File: src/verilog/sesr_pkg.sv
// Constants and types shared by the switch event status register bank
package sesr_pkg;

	// Register offsets on the serial register port
	localparam logic [7:0] SESR_OFF_STATUS = 8'h01;
	localparam logic [7:0] SESR_OFF_RSVD_A = 8'h04;
	localparam logic [7:0] SESR_OFF_RSVD_B = 8'h05;
	localparam logic [7:0] SESR_OFF_RSVD_C = 8'h06;
	localparam logic [7:0] SESR_OFF_EVENT = 8'h07;

	// Event capture field positions
	localparam int SESR_NUM_PORTS = 4;
	localparam int SESR_FLAG_W = 6;
	localparam int SESR_EVT_PWR_LSB = 0;
	localparam int SESR_EVT_CLK_BIT = 4;
	localparam int SESR_EVT_SEL_BIT = 5;

	// Primary status field positions
	localparam int SESR_STAT_PWR_LSB = 0;
	localparam int SESR_STAT_CLK_BIT = 4;
	localparam int SESR_STAT_SEL_LSB = 5;

	// Reset values, fixed read values and device address
	localparam logic [5:0] SESR_FLAGS_RST = 6'h00;
	localparam logic [7:0] SESR_RSVD_VALUE = 8'h00;
	localparam logic [7:0] SESR_UNMAPPED_VALUE = 8'h00;
	localparam logic [7:0] SESR_PTR_RST = 8'h00;
	localparam logic [6:0] SESR_DEV_ADDR = 7'h2C;

	// Serial protocol counts
	localparam logic [3:0] SESR_BITS_PER_BYTE = 4'h8;

	typedef enum logic [3:0] {
		SESR_IDLE,
		SESR_ADDR,
		SESR_ADDR_ACK,
		SESR_REG,
		SESR_REG_ACK,
		SESR_WDATA,
		SESR_WDATA_ACK,
		SESR_RDATA,
		SESR_RACK
	} sesr_state_t;

endpackage

File: src/verilog/sesr_event_capture.sv
// Sticky change flags and interrupt request of the event capture register
`timescale 1ns/1ps
`default_nettype none

module sesr_event_capture (
	input wire logic sys_clk,
	input wire logic rst_n,
	input wire logic [1:0] selPort,
	input wire logic [3:0] clkDetect,
	input wire logic [3:0] sourcePowerSense,
	input wire logic clearReq,
	output logic [5:0] flags_r,
	output logic irq_r
);

	logic [5:0] flagsNxt;
	logic irqNxt;
	logic [1:0] selPrev_r;
	logic [1:0] selPrevNxt;
	logic selClkPrev_r;
	logic selClkPrevNxt;
	logic [3:0] pwrPrev_r;
	logic [3:0] pwrPrevNxt;
	logic primed_r;
	logic primedNxt;
	logic [5:0] events;
	logic selClk;

	assign selClk = clkDetect[selPort];

	always_comb begin
		events = '0;
		events[sesr_pkg::SESR_EVT_SEL_BIT] = primed_r && (selPort != selPrev_r);
		events[sesr_pkg::SESR_EVT_CLK_BIT] = primed_r && (selPort == selPrev_r)
			&& (selClk != selClkPrev_r);
		events[sesr_pkg::SESR_EVT_PWR_LSB +: sesr_pkg::SESR_NUM_PORTS] =
			primed_r ? (sourcePowerSense ^ pwrPrev_r) : 4'h0;
		// Keep accumulating events
		// A change arriving with the clear is kept: set wins
		flagsNxt = (clearReq ? sesr_pkg::SESR_FLAGS_RST : flags_r) | events;
		irqNxt = |flagsNxt;
		selPrevNxt = selPort;
		selClkPrevNxt = selClk;
		pwrPrevNxt = sourcePowerSense;
		// First cycle after reset only samples, so static levels raise nothing
		primedNxt = 1'b1;
	end

	always_ff @(posedge sys_clk or negedge rst_n) begin
		if (!rst_n) begin
			flags_r <= sesr_pkg::SESR_FLAGS_RST;
			irq_r <= 1'b0;
			selPrev_r <= 2'h0;
			selClkPrev_r <= 1'b0;
			pwrPrev_r <= 4'h0;
			primed_r <= 1'b0;
		end else begin
			flags_r <= flagsNxt;
			irq_r <= irqNxt;
			selPrev_r <= selPrevNxt;
			selClkPrev_r <= selClkPrevNxt;
			pwrPrev_r <= pwrPrevNxt;
			primed_r <= primedNxt;
		end
	end

endmodule

`default_nettype wire

File: src/verilog/sesr_status_regs.sv
// Serial slave register port with status, reserved and event capture registers
// Operation
// - Offsets reserved_reg_a to reserved_reg_c are read-only bytes of unspecified content.
// - Event capture register at event_capture is read-only; writes leave it unchanged.
// - Bit 5 sets when the selected port changes since last status read.
// - Bit 4 sets when the selected port's clock detect changes while the port selection holds.
// - Bits 3 to 0 flag source power changes on ports 4 to 1.
// - Every change flag reads 0 unless a change occurred since the status read.
// - Event flags set on each change; the interrupt request is high while any flag is set.
// - Reading status at 0x01 clears the interrupt and the event register.
// - Until status is read, further events keep accumulating in the register.
`timescale 1ns/1ps
`default_nettype none

module sesr_status_regs #(
	parameter logic [6:0] DEV_ADDR = sesr_pkg::SESR_DEV_ADDR
) (
	input wire logic sys_clk,
	input wire logic rst_n,
	input wire logic sclIn,
	input wire logic sdaIn,
	output logic sdaOut,
	output logic sdaOe,
	input wire logic [1:0] selPort,
	input wire logic [3:0] clkDetect,
	input wire logic [3:0] sourcePowerSense,
	output logic irq
);

	// Pin synchronisers: first stage feeds only the second
	logic [1:0] pinSyncA_r;
	logic [1:0] pinSyncB_r;
	logic [7:0] evtSyncA_r;
	logic [7:0] evtSyncB_r;
	logic sclD_r;
	logic sdaD_r;
	logic sclS;
	logic sdaS;
	logic [3:0] clkDetS;
	logic [3:0] pwrS;
	logic sclRise;
	logic sclFall;
	logic startSeen;
	logic stopSeen;

	assign sclS = pinSyncB_r[1];
	assign sdaS = pinSyncB_r[0];
	assign clkDetS = evtSyncB_r[7:4];
	assign pwrS = evtSyncB_r[3:0];
	assign sclRise = sclS && !sclD_r;
	assign sclFall = !sclS && sclD_r;
	assign startSeen = sclS && sclD_r && sdaD_r && !sdaS;
	assign stopSeen = sclS && sclD_r && !sdaD_r && sdaS;

	always_ff @(posedge sys_clk or negedge rst_n) begin
		if (!rst_n) begin
			pinSyncA_r <= 2'h3;
			pinSyncB_r <= 2'h3;
			sclD_r <= 1'b1;
			sdaD_r <= 1'b1;
		end else begin
			pinSyncA_r <= {sclIn, sdaIn};
			pinSyncB_r <= pinSyncA_r;
			sclD_r <= pinSyncB_r[1];
			sdaD_r <= pinSyncB_r[0];
		end
	end

	// Event levels have no idle value: a reset value would fake a change on release.
	// These stages fill from the pins while reset is held, so the clock must run then.
	always_ff @(posedge sys_clk) begin
		evtSyncA_r <= {clkDetect, sourcePowerSense};
		evtSyncB_r <= evtSyncA_r;
	end

	logic [5:0] flags;
	logic clearReq;

	sesr_event_capture u_capture (
		.sys_clk(sys_clk),
		.rst_n(rst_n),
		.selPort(selPort),
		.clkDetect(clkDetS),
		.sourcePowerSense(pwrS),
		.clearReq(clearReq),
		.flags_r(flags),
		.irq_r(irq)
	);

	logic [7:0] ptr_r;
	logic [7:0] ptrNxt;

	// Read data for the current pointer
	logic [7:0] readByte;

	always_comb begin
		case (ptr_r)
			sesr_pkg::SESR_OFF_STATUS: begin
				readByte = {1'b0, selPort, clkDetS[selPort], pwrS};
			end
			sesr_pkg::SESR_OFF_RSVD_A, sesr_pkg::SESR_OFF_RSVD_B,
			sesr_pkg::SESR_OFF_RSVD_C: begin
				readByte = sesr_pkg::SESR_RSVD_VALUE;
			end
			sesr_pkg::SESR_OFF_EVENT: begin
				readByte = {2'b00, flags};
			end
			default: begin
				readByte = sesr_pkg::SESR_UNMAPPED_VALUE;
			end
		endcase
	end

	// Serial slave state
	sesr_pkg::sesr_state_t state_r;
	sesr_pkg::sesr_state_t stateNxt;
	logic [3:0] bitCnt_r;
	logic [3:0] bitCntNxt;
	logic [7:0] shift_r;
	logic [7:0] shiftNxt;
	logic [7:0] tx_r;
	logic [7:0] txNxt;
	logic rw_r;
	logic rwNxt;
	logic nack_r;
	logic nackNxt;
	logic sdaOe_r;
	logic sdaOeNxt;
	logic sdaOut_r;

	assign sdaOe = sdaOe_r;
	assign sdaOut = sdaOut_r;

	always_comb begin
		stateNxt = state_r;
		bitCntNxt = bitCnt_r;
		shiftNxt = shift_r;
		txNxt = tx_r;
		ptrNxt = ptr_r;
		rwNxt = rw_r;
		nackNxt = nack_r;
		sdaOeNxt = sdaOe_r;
		clearReq = 1'b0;
		if (startSeen) begin
			stateNxt = sesr_pkg::SESR_ADDR;
			bitCntNxt = 4'h0;
			sdaOeNxt = 1'b0;
		end else if (stopSeen) begin
			stateNxt = sesr_pkg::SESR_IDLE;
			sdaOeNxt = 1'b0;
		end else if (sclRise) begin
			case (state_r)
				sesr_pkg::SESR_ADDR, sesr_pkg::SESR_REG, sesr_pkg::SESR_WDATA: begin
					shiftNxt = {shift_r[6:0], sdaS};
					bitCntNxt = bitCnt_r + 4'h1;
				end
				sesr_pkg::SESR_RDATA: begin
					bitCntNxt = bitCnt_r + 4'h1;
				end
				sesr_pkg::SESR_RACK: begin
					nackNxt = sdaS;
				end
				default: begin
				end
			endcase
		end else if (sclFall) begin
			case (state_r)
				sesr_pkg::SESR_ADDR: begin
					if (bitCnt_r == sesr_pkg::SESR_BITS_PER_BYTE) begin
						if (shift_r[7:1] == DEV_ADDR) begin
							rwNxt = shift_r[0];
							sdaOeNxt = 1'b1;
							stateNxt = sesr_pkg::SESR_ADDR_ACK;
						end else begin
							stateNxt = sesr_pkg::SESR_IDLE;
						end
					end
				end
				sesr_pkg::SESR_ADDR_ACK, sesr_pkg::SESR_RACK: begin
					bitCntNxt = 4'h0;
					if (state_r == sesr_pkg::SESR_RACK && nack_r) begin
						sdaOeNxt = 1'b0;
						stateNxt = sesr_pkg::SESR_IDLE;
					end else if (state_r == sesr_pkg::SESR_RACK || rw_r) begin
						txNxt = readByte;
						sdaOeNxt = !readByte[7];
						clearReq = (ptr_r == sesr_pkg::SESR_OFF_STATUS);
						stateNxt = sesr_pkg::SESR_RDATA;
					end else begin
						sdaOeNxt = 1'b0;
						stateNxt = sesr_pkg::SESR_REG;
					end
				end
				sesr_pkg::SESR_REG: begin
					if (bitCnt_r == sesr_pkg::SESR_BITS_PER_BYTE) begin
						ptrNxt = shift_r;
						sdaOeNxt = 1'b1;
						stateNxt = sesr_pkg::SESR_REG_ACK;
					end
				end
				sesr_pkg::SESR_REG_ACK, sesr_pkg::SESR_WDATA_ACK: begin
					sdaOeNxt = 1'b0;
					bitCntNxt = 4'h0;
					stateNxt = sesr_pkg::SESR_WDATA;
				end
				sesr_pkg::SESR_WDATA: begin
					if (bitCnt_r == sesr_pkg::SESR_BITS_PER_BYTE) begin
						ptrNxt = ptr_r + 8'h01;
						sdaOeNxt = 1'b1;
						stateNxt = sesr_pkg::SESR_WDATA_ACK;
					end
				end
				sesr_pkg::SESR_RDATA: begin
					if (bitCnt_r == sesr_pkg::SESR_BITS_PER_BYTE) begin
						ptrNxt = ptr_r + 8'h01;
						sdaOeNxt = 1'b0;
						nackNxt = 1'b0;
						stateNxt = sesr_pkg::SESR_RACK;
					end else begin
						txNxt = {tx_r[6:0], 1'b0};
						sdaOeNxt = !tx_r[6];
					end
				end
				default: begin
				end
			endcase
		end
	end

	always_ff @(posedge sys_clk or negedge rst_n) begin
		if (!rst_n) begin
			state_r <= sesr_pkg::SESR_IDLE;
			bitCnt_r <= 4'h0;
			shift_r <= 8'h00;
			tx_r <= 8'h00;
			ptr_r <= sesr_pkg::SESR_PTR_RST;
			rw_r <= 1'b0;
			nack_r <= 1'b0;
			sdaOe_r <= 1'b0;
			sdaOut_r <= 1'b0;
		end else begin
			state_r <= stateNxt;
			bitCnt_r <= bitCntNxt;
			shift_r <= shiftNxt;
			tx_r <= txNxt;
			ptr_r <= ptrNxt;
			rw_r <= rwNxt;
			nack_r <= nackNxt;
			sdaOe_r <= sdaOeNxt;
			// Open drain: only ever pulls low
			sdaOut_r <= 1'b0;
		end
	end

endmodule

`default_nettype wire

File: config.mk
export PLATFORM = sky130hd
export DESIGN_NAME = sesr_status_regs
export DESIGN_NICKNAME = d
export VERILOG_FILES = /design/src/verilog/sesr_pkg.sv /design/src/verilog/sesr_event_capture.sv /design/src/verilog/sesr_status_regs.sv
export SDC_FILE = /design/constraint.sdc
export NUM_CORES = 1
export LEC_CHECK = 0
export BUFFER_PORTS_ARGS = -buffer_cell sky130_fd_sc_hd__buf_4
export CORE_MARGIN = 2
export CORE_UTILIZATION = 30
export DETAILED_ROUTE_END_ITERATION = 8
export PLACE_DENSITY = 0.57
export REMOVE_ABC_BUFFERS = 1
export SYNTH_ARGS = -nofsm -noshare
export SYNTH_HDL_FRONTEND = slang
export SYNTH_SLANG_ARGS = --single-unit
File: constraint.sdc
create_clock -name sys_clk -period 2 [get_ports sys_clk]
set_clock_uncertainty 0.05 [all_clocks]
set_input_delay 0.4 -clock sys_clk [delete_from_list [all_inputs] [get_ports sys_clk]]
set_output_delay 0.4 -clock sys_clk [all_outputs]
set_load 0.005 [all_outputs]
==> results of run 1 <==
## timing repair
| item | 4_1_cts | 5_1_grt |
|---|---|---|
| setup buffers | 1 | 0 |
| cloned | 0 | 1 |
| endpoints found under the setup margin | 7 | 30 |
| pin swaps | 0 | 1 |
| gates resized for setup | 8 | 16 |
## synthesized netlist by cell type (8+ instances only)
cell type / number
dfrtp_1: 49
nor2_1: 13
o21ai_0: 11
inv_1: 10
buf_2: 8
mux2_2: 9
xor2_1: 8
a21oi_1: 24
nor3_1: 10
nand3_1: 9
nand2_1: 26
dfxtp_1: 16
## state kept, by name, summed over array words and instances, names as in the netlist, 2 cells and up
register / count
evtSyncA_r: 8
evtSyncB_r: 8
ptr_r: 8
shift_r: 8
tx_r: 7
u_capture.flags_r: 6
bitCnt_r: 4
state_r: 4
u_capture.pwrPrev_r: 4
pinSyncA_r: 2
pinSyncB_r: 2
u_capture.selPrev_r: 2
## power groups by stage
| stage | clock (uW) | combinational [uW] | sequential (uW) |
|---|---|---|---|
| 6_report | 1220 | 182 | 1530 |
| 5_1_grt | 1320 | 205 | 1540 |
| 4_1_cts | 1270 | 181 | 1530 |
| 3_5_place_dp | 0 | 173 | 1550 |
| 3_3_place_gp | 0 | 167 | 1550 |
| 2_1_floorplan | 0 | 89.3 | 1550 |
## kinds of logic (layout without fill, tap and decap cells)
kind of cell               after synthesis  count (layout)  synth area share
AOI/OAI and AO/OA                       82              82             0.169
xor gates and xnor gates                 8               8            0.0211
adders and majority gates                7               7            0.0264
buffers and inverters                   26              67            0.0426
DFF                                     71              71             0.514
muxes                                   15              15            0.0539
other                                    2               2           0.00226
and+or+nand+nor                        101             101             0.171
## metal layers
layer  part of all wire  track usage  up-vias
li1                   -            -     1199
met1               0.47        0.173     1214
met2               0.48        0.199       37
met3              0.034       0.0305       11
met4              0.019       0.0452        0
met5                  0            0        -
## how the worst max path moves through the flow
stage / start / endpoint / slack (ns) / cells after the start
6_report: sclD_r$_DFF_PN1_ / bitCnt_r[2]$_DFFE_PN0P_ / -0.1 / 7
3_3_place_gp: pinSyncB_r[1]$_DFF_PN1_ / bitCnt_r[3]$_DFFE_PN0P_ / -0.11 / 7
5_1_grt: sclD_r$_DFF_PN1_ / bitCnt_r[3]$_DFFE_PN0P_ / -0.16 / 7
2_1_floorplan: sclD_r$_DFF_PN1_ / bitCnt_r[3]$_DFFE_PN0P_ / -0.14 / 7
3_5_place_dp: pinSyncB_r[1]$_DFF_PN1_ / bitCnt_r[3]$_DFFE_PN0P_ / -0.15 / 7
4_1_cts: sclD_r$_DFF_PN1_ / bitCnt_r[2]$_DFFE_PN0P_ / -0.09 / 7
## through the flow
| step | hold WS, ns | utilization | setup TNS [ns] |
|---|---|---|---|
| 4_1_cts | 0.0597 | 0.364 | -0.300 |
| 3_5_place_dp | 0.262 | 0.341 | -0.564 |
| 6_report | 0.0458 | 0.369 | -0.330 |
| 5_1_grt | 0.0664 | 0.369 | -0.864 |
| 3_3_place_gp | 0.260 | 0.341 | -0.413 |
| 2_1_floorplan | 0.0544 | - | -0.526 |
## area by class of cell
| cell class | instances | area, um^2 | area share |
|---|---|---|---|
| Clock buffer | 10 | 138 | 0.0346 |
| Sequential cell | 71 | 1710 | 0.429 |
| Clock inverter | 6 | 73.8 | 0.0185 |
| Timing Repair Buffer | 41 | 312 | 0.0783 |
| Tap cell | 140 | 175 | 0.0440 |
| Inverter | 10 | 37.5 | 0.00943 |
| Multi-Input combinational cell | 215 | 1540 | 0.386 |
==> results.ini, run 1 <==
[route]
avgRoutedWirePerCell_um = 13.7
viasPerCell = 4.99
ant_nets = 0
drcViolationCount = 0
routed_wl_um = 6740
drtPass1Iterations = 5
num_vias = 2461
first_iter_violations = 135

[finish]
syn_to_final_growth_pct = 19.9
stdcell_count = 493
antenna_cells = 0
drive_gt1_frac = 0.280
layout_commonest_cell = dfrtp_1
nets = 369
final_area_um2 = 3980
layout_common_cells = dfrtp_1, buf_4, nand2_1
fillers = 1079

[logic_synthesis]
ys_ff_latch = 71
ys_seq_area_frac = 0.514
syn_area_per_cell_um2 = 10.6
synth_cell_types = 61
netlist.area_leader.share = 0.370
yosysTopAreaCell = dfrtp_1
async_flop_share = 0.775
ys.flop_type = dfrtp_1
synthCells = 312
yosys-top-cells-area = dfrtp_1, dfxtp_1, dfstp_2
synth_edf_count = 0
yosys_warnings = 0
synth_area_um2 = 3320

[placed_design]
dp_cells = 475
gp_congestion = 0.806
hpwl_um = 4720
port_buffers = 15
dp_worst_setup_slack_ns = -0.151
dpl_cell_area_um2 = 3680

[clocking]
clk_pin_slew_ns = 0.08
cts_made_buffers = 9
h-tree-depth = 3
insertion_delay_ns = 0.35
cts_hold_buf = 0
numClockSinks = 71
clockBufferDepth = 2
cts-root-buf = clkbuf_8
cts_tree = yes

[hold_path]
hold_class = in2async

[timing]
finalHoldViolCount = 0
rsz0062_at_grt = true
setup_viol = 4
fin_crit_sh = 1.05
slew_viol_final = 0
fin_crit_ns = 2.10
max_freq_ghz = 0.477
setup_slack_ns = -0.0963
worst_pin_slew_ns = 0.703
slew_headroom = 0.531

[pwr]
p_leak_uw = 0.00165
pwr_density_cell_nw_per_um2 = 736
power_frac_comb = 0.062
p_int_uw = 2200
power_frac_seq = 0.521
netSwitchingFraction = 0.249
peakVddDrop_mv = 0.692
power_uw = 2930
p_sw_uw = 730
pwr-share-clk = 0.417

[setup_path]
required_ns = 2.19
end_kind = flip-flop
crit_buf_inv = 1
crit_arrival_ns = 2.29
r2r_slack_ns = -0.1
r2r-end = bitCnt_r[2]$_DFFE_PN0P_
cpMaxStageDelayCell = dfstp_2
reg2regPathDepth = 7
r2r_start = sclD_r$_DFF_PN1_
path_cells = inv_2 -> ha_4 -> or3_1 -> or3_4 -> a21boi_4 -> o21ai_0 -> o2bb2ai_1
critical_path.top_delay_family = simple AND/OR/NAND/NOR gates
path_class = reg2reg
max_stage_delay_ns = 0.58
startpoint_type = flip-flop
critPathMaxFanout = 5

[grt]
track_usage = 0.128
grt_overflow = 0
first_global_vias = 2440
grt_pass1_wl_um = 11900
antenna_found_initial = 0
grt_max_degree = 56

[floorplan]
ioPinCount = 17
rows = 38
die_y_um = 109
die_w_um = 109
initial_core_util = 0.307
die_area_um2 = 11900
coreArea_um2 = 10800

[outcome]
violations = negative setup slack
status = finished with violations

[job]
drv_cap = 0

Note: power is estimated with default switching activity, not from simulation.
==> inputs of run 2 (changes only) <==
- CTS_CLUSTER_SIZE: not set -> 30
- REMOVE_ABC_BUFFERS: 1 -> not set
==> run 2 against run 1 <==
Net effect: the flow still finishes with violations (negative setup slack); total power about the same; register-to-register slack about the same; core utilization up 0.66 points; combinational power up 7%; clock power about the same; final area up 1.8%; clock-buffer cell count unchanged; wire length down 3.5%.
==> results.ini, run 2 (same netlist as run 1, synthesis figures left out) <==
[placed_design]
dp_cells = 483  ; was 475
gp_congestion = 0.801  ; was 0.806
hpwl_um = 4530  ; was 4720 um
port_buffers = 15  ; unchanged

[finish]
multi_input_area_um2 = 1530  ; was 1540 um^2
drive_gt1_frac = 0.293  ; was 0.280
post-route-util = 0.375  ; was 0.369
nets = 378  ; was 369
antenna_cells = 0  ; unchanged
layout_commonest_cell = dfrtp_1  ; unchanged
syn_to_final_growth_pct = 22.1  ; was 19.9%
fillers = 1058  ; was 1079
layout_common_cells = dfrtp_1, buf_4, nand2_1  ; unchanged
stdcell_count = 502  ; was 493
register_area_um2 = 1710  ; about the same

[clocking]
cts-root-buf = clkbuf_8  ; unchanged
numClockSinks = 71  ; unchanged
clockBufferDepth = 2  ; unchanged
cts_tree = yes  ; unchanged
insertion_delay_ns = 0.35  ; about the same
h-tree-depth = 3  ; unchanged
clk_pin_slew_ns = 0.08  ; about the same
cts_made_buffers = 9  ; unchanged

[route]
first_iter_violations = 102  ; was 135
num_vias = 2410  ; was 2461
routed_wl_um = 6510  ; was 6740 um
avgRoutedWirePerCell_um = 13.0  ; was 13.7 um
ant_nets = 0  ; unchanged
drcViolationCount = 0  ; unchanged
drtPass1Iterations = 4  ; was 5
viasPerCell = 4.80  ; was 4.99

[floorplan]
initial_core_util = 0.307  ; unchanged
coreArea_um2 = 10800  ; unchanged
ioPinCount = 17  ; unchanged
die_w_um = 109  ; unchanged
die_area_um2 = 11900  ; unchanged
die_y_um = 109  ; unchanged
rows = 38  ; unchanged

[timing]
setup_viol = 4  ; unchanged
fin_crit_ns = 2.11  ; was 2.10 ns
max_freq_ghz = 0.474  ; was 0.477 GHz
slew_headroom = 0.531  ; about the same
worst_pin_slew_ns = 0.703  ; about the same
rsz0062_at_grt = true  ; unchanged
slew_viol_final = 0  ; unchanged
fin_crit_sh = 1.06  ; was 1.05
finalHoldViolCount = 0  ; unchanged
tns_ns = -0.366  ; was -0.330 ns
setup_slack_ns = -0.111  ; was -0.0963 ns

[job]
drv_cap = 0  ; unchanged

[outcome]
status = finished with violations  ; unchanged
violations = negative setup slack  ; unchanged

[pwr]
p_leak_uw = 0.00171  ; was 0.00165 uW
peakVddDrop_mv = 0.353  ; was 0.692 mV
pwr_density_cell_nw_per_um2 = 723  ; was 736 nW/um^2

[grt]
grt_overflow = 0  ; unchanged
antenna_found_initial = 0  ; unchanged
grt_max_degree = 56  ; unchanged
track_usage = 0.120  ; was 0.128
first_global_vias = 2357  ; was 2440
grt_pass1_wl_um = 11100  ; was 11900 um

[setup_path]
crit_arrival_ns = 2.29  ; about the same
end_kind = flip-flop  ; unchanged
path_class = reg2reg  ; unchanged
reg2regPathDepth = 7  ; unchanged
critPathMaxFanout = 5  ; unchanged
startpoint_type = flip-flop  ; unchanged
required_ns = 2.18  ; was 2.19 ns

[hold_path]
hold_class = in2async  ; unchanged

[logic_synthesis]
synth_nets = 333

-- run 2: cell type report --
cell class              instances  area share
clock inverters                 6      0.0179
clock buffers                  10      0.0340
well taps                     140      0.0432
multi-input cells             215       0.379
inverters                      10     0.00926
repair buffers                 50      0.0960
flip-flops and latches         71       0.421
-- run 2: worst paths after layout --
check                                         from                              to  slack [ns]
max                        pinSyncB_r[1]$_DFF_PN1_         bitCnt_r[3]$_DFFE_PN0P_       -0.11
min                                          rst_n  u_capture.flags_r[1]$_DFF_PN0_        0.03
max reg2reg                pinSyncB_r[1]$_DFF_PN1_         bitCnt_r[3]$_DFFE_PN0P_       -0.11
min reg2reg                  evtSyncA_r[4]$_DFF_P_           evtSyncB_r[4]$_DFF_P_        0.27
max in group asynchronous                    rst_n          state_r[0]$_DFFE_PN0P_        1.35
min in group sys_clk           sourcePowerSense[2]           evtSyncA_r[2]$_DFF_P_        0.09
-- run 2: report_power, final --
group / leakage, uW / total [uW] / switching (uW) / internal (uW)
Sequential: 0.000814 / 1530 / 40.0 / 1490
Clock: 0.000104 / 1210 / 580 / 627
Combinational: 0.000790 / 195 / 99.2 / 95.8
Total: 0.00171 / 2930 / 719 / 2210
-- run 2: what timing repair did --
item / in CTS / in global routing
pin swaps: 3 / 1
hold buffers: 0 / 0
resized for setup: 4 / 12
endpoints found under the hold margin: 0 / 0
endpoints found under the setup margin: 4 / 27
cloned: 0 / 1
buffers inserted: 0 / 2
-- run 2: layer usage --
layer	GRT usage	share of wire	wire, um
met1	0.158	0.48	3140
met3	0.0371	0.026	167
met4	0.0570	0.019	122
met5	0	0	0
met2	0.181	0.47	3090
-- run 2: worst max-delay path: stages (launching register included) --
cell      delay [ns]
dfstp_2         0.54
inv_2           0.05
ha_4            0.23
or3_4           0.32
or3_4           0.37
a21boi_4        0.20
or2_4           0.16
o211ai_1        0.07
-- run 2: stage by stage --
stage          total power, uW  setup slack (ns)  hold slack, ns  cell area (um^2)
6_report                  2930            -0.111          0.0315              4050
5_1_grt                   3070            -0.184          0.0588              4050
4_1_cts                   2970            -0.106          0.0530              3990
3_5_place_dp              1740            -0.156           0.262              3760
3_3_place_gp              1730            -0.123           0.260              3760
2_1_floorplan             1650            -0.134          0.0544              3320
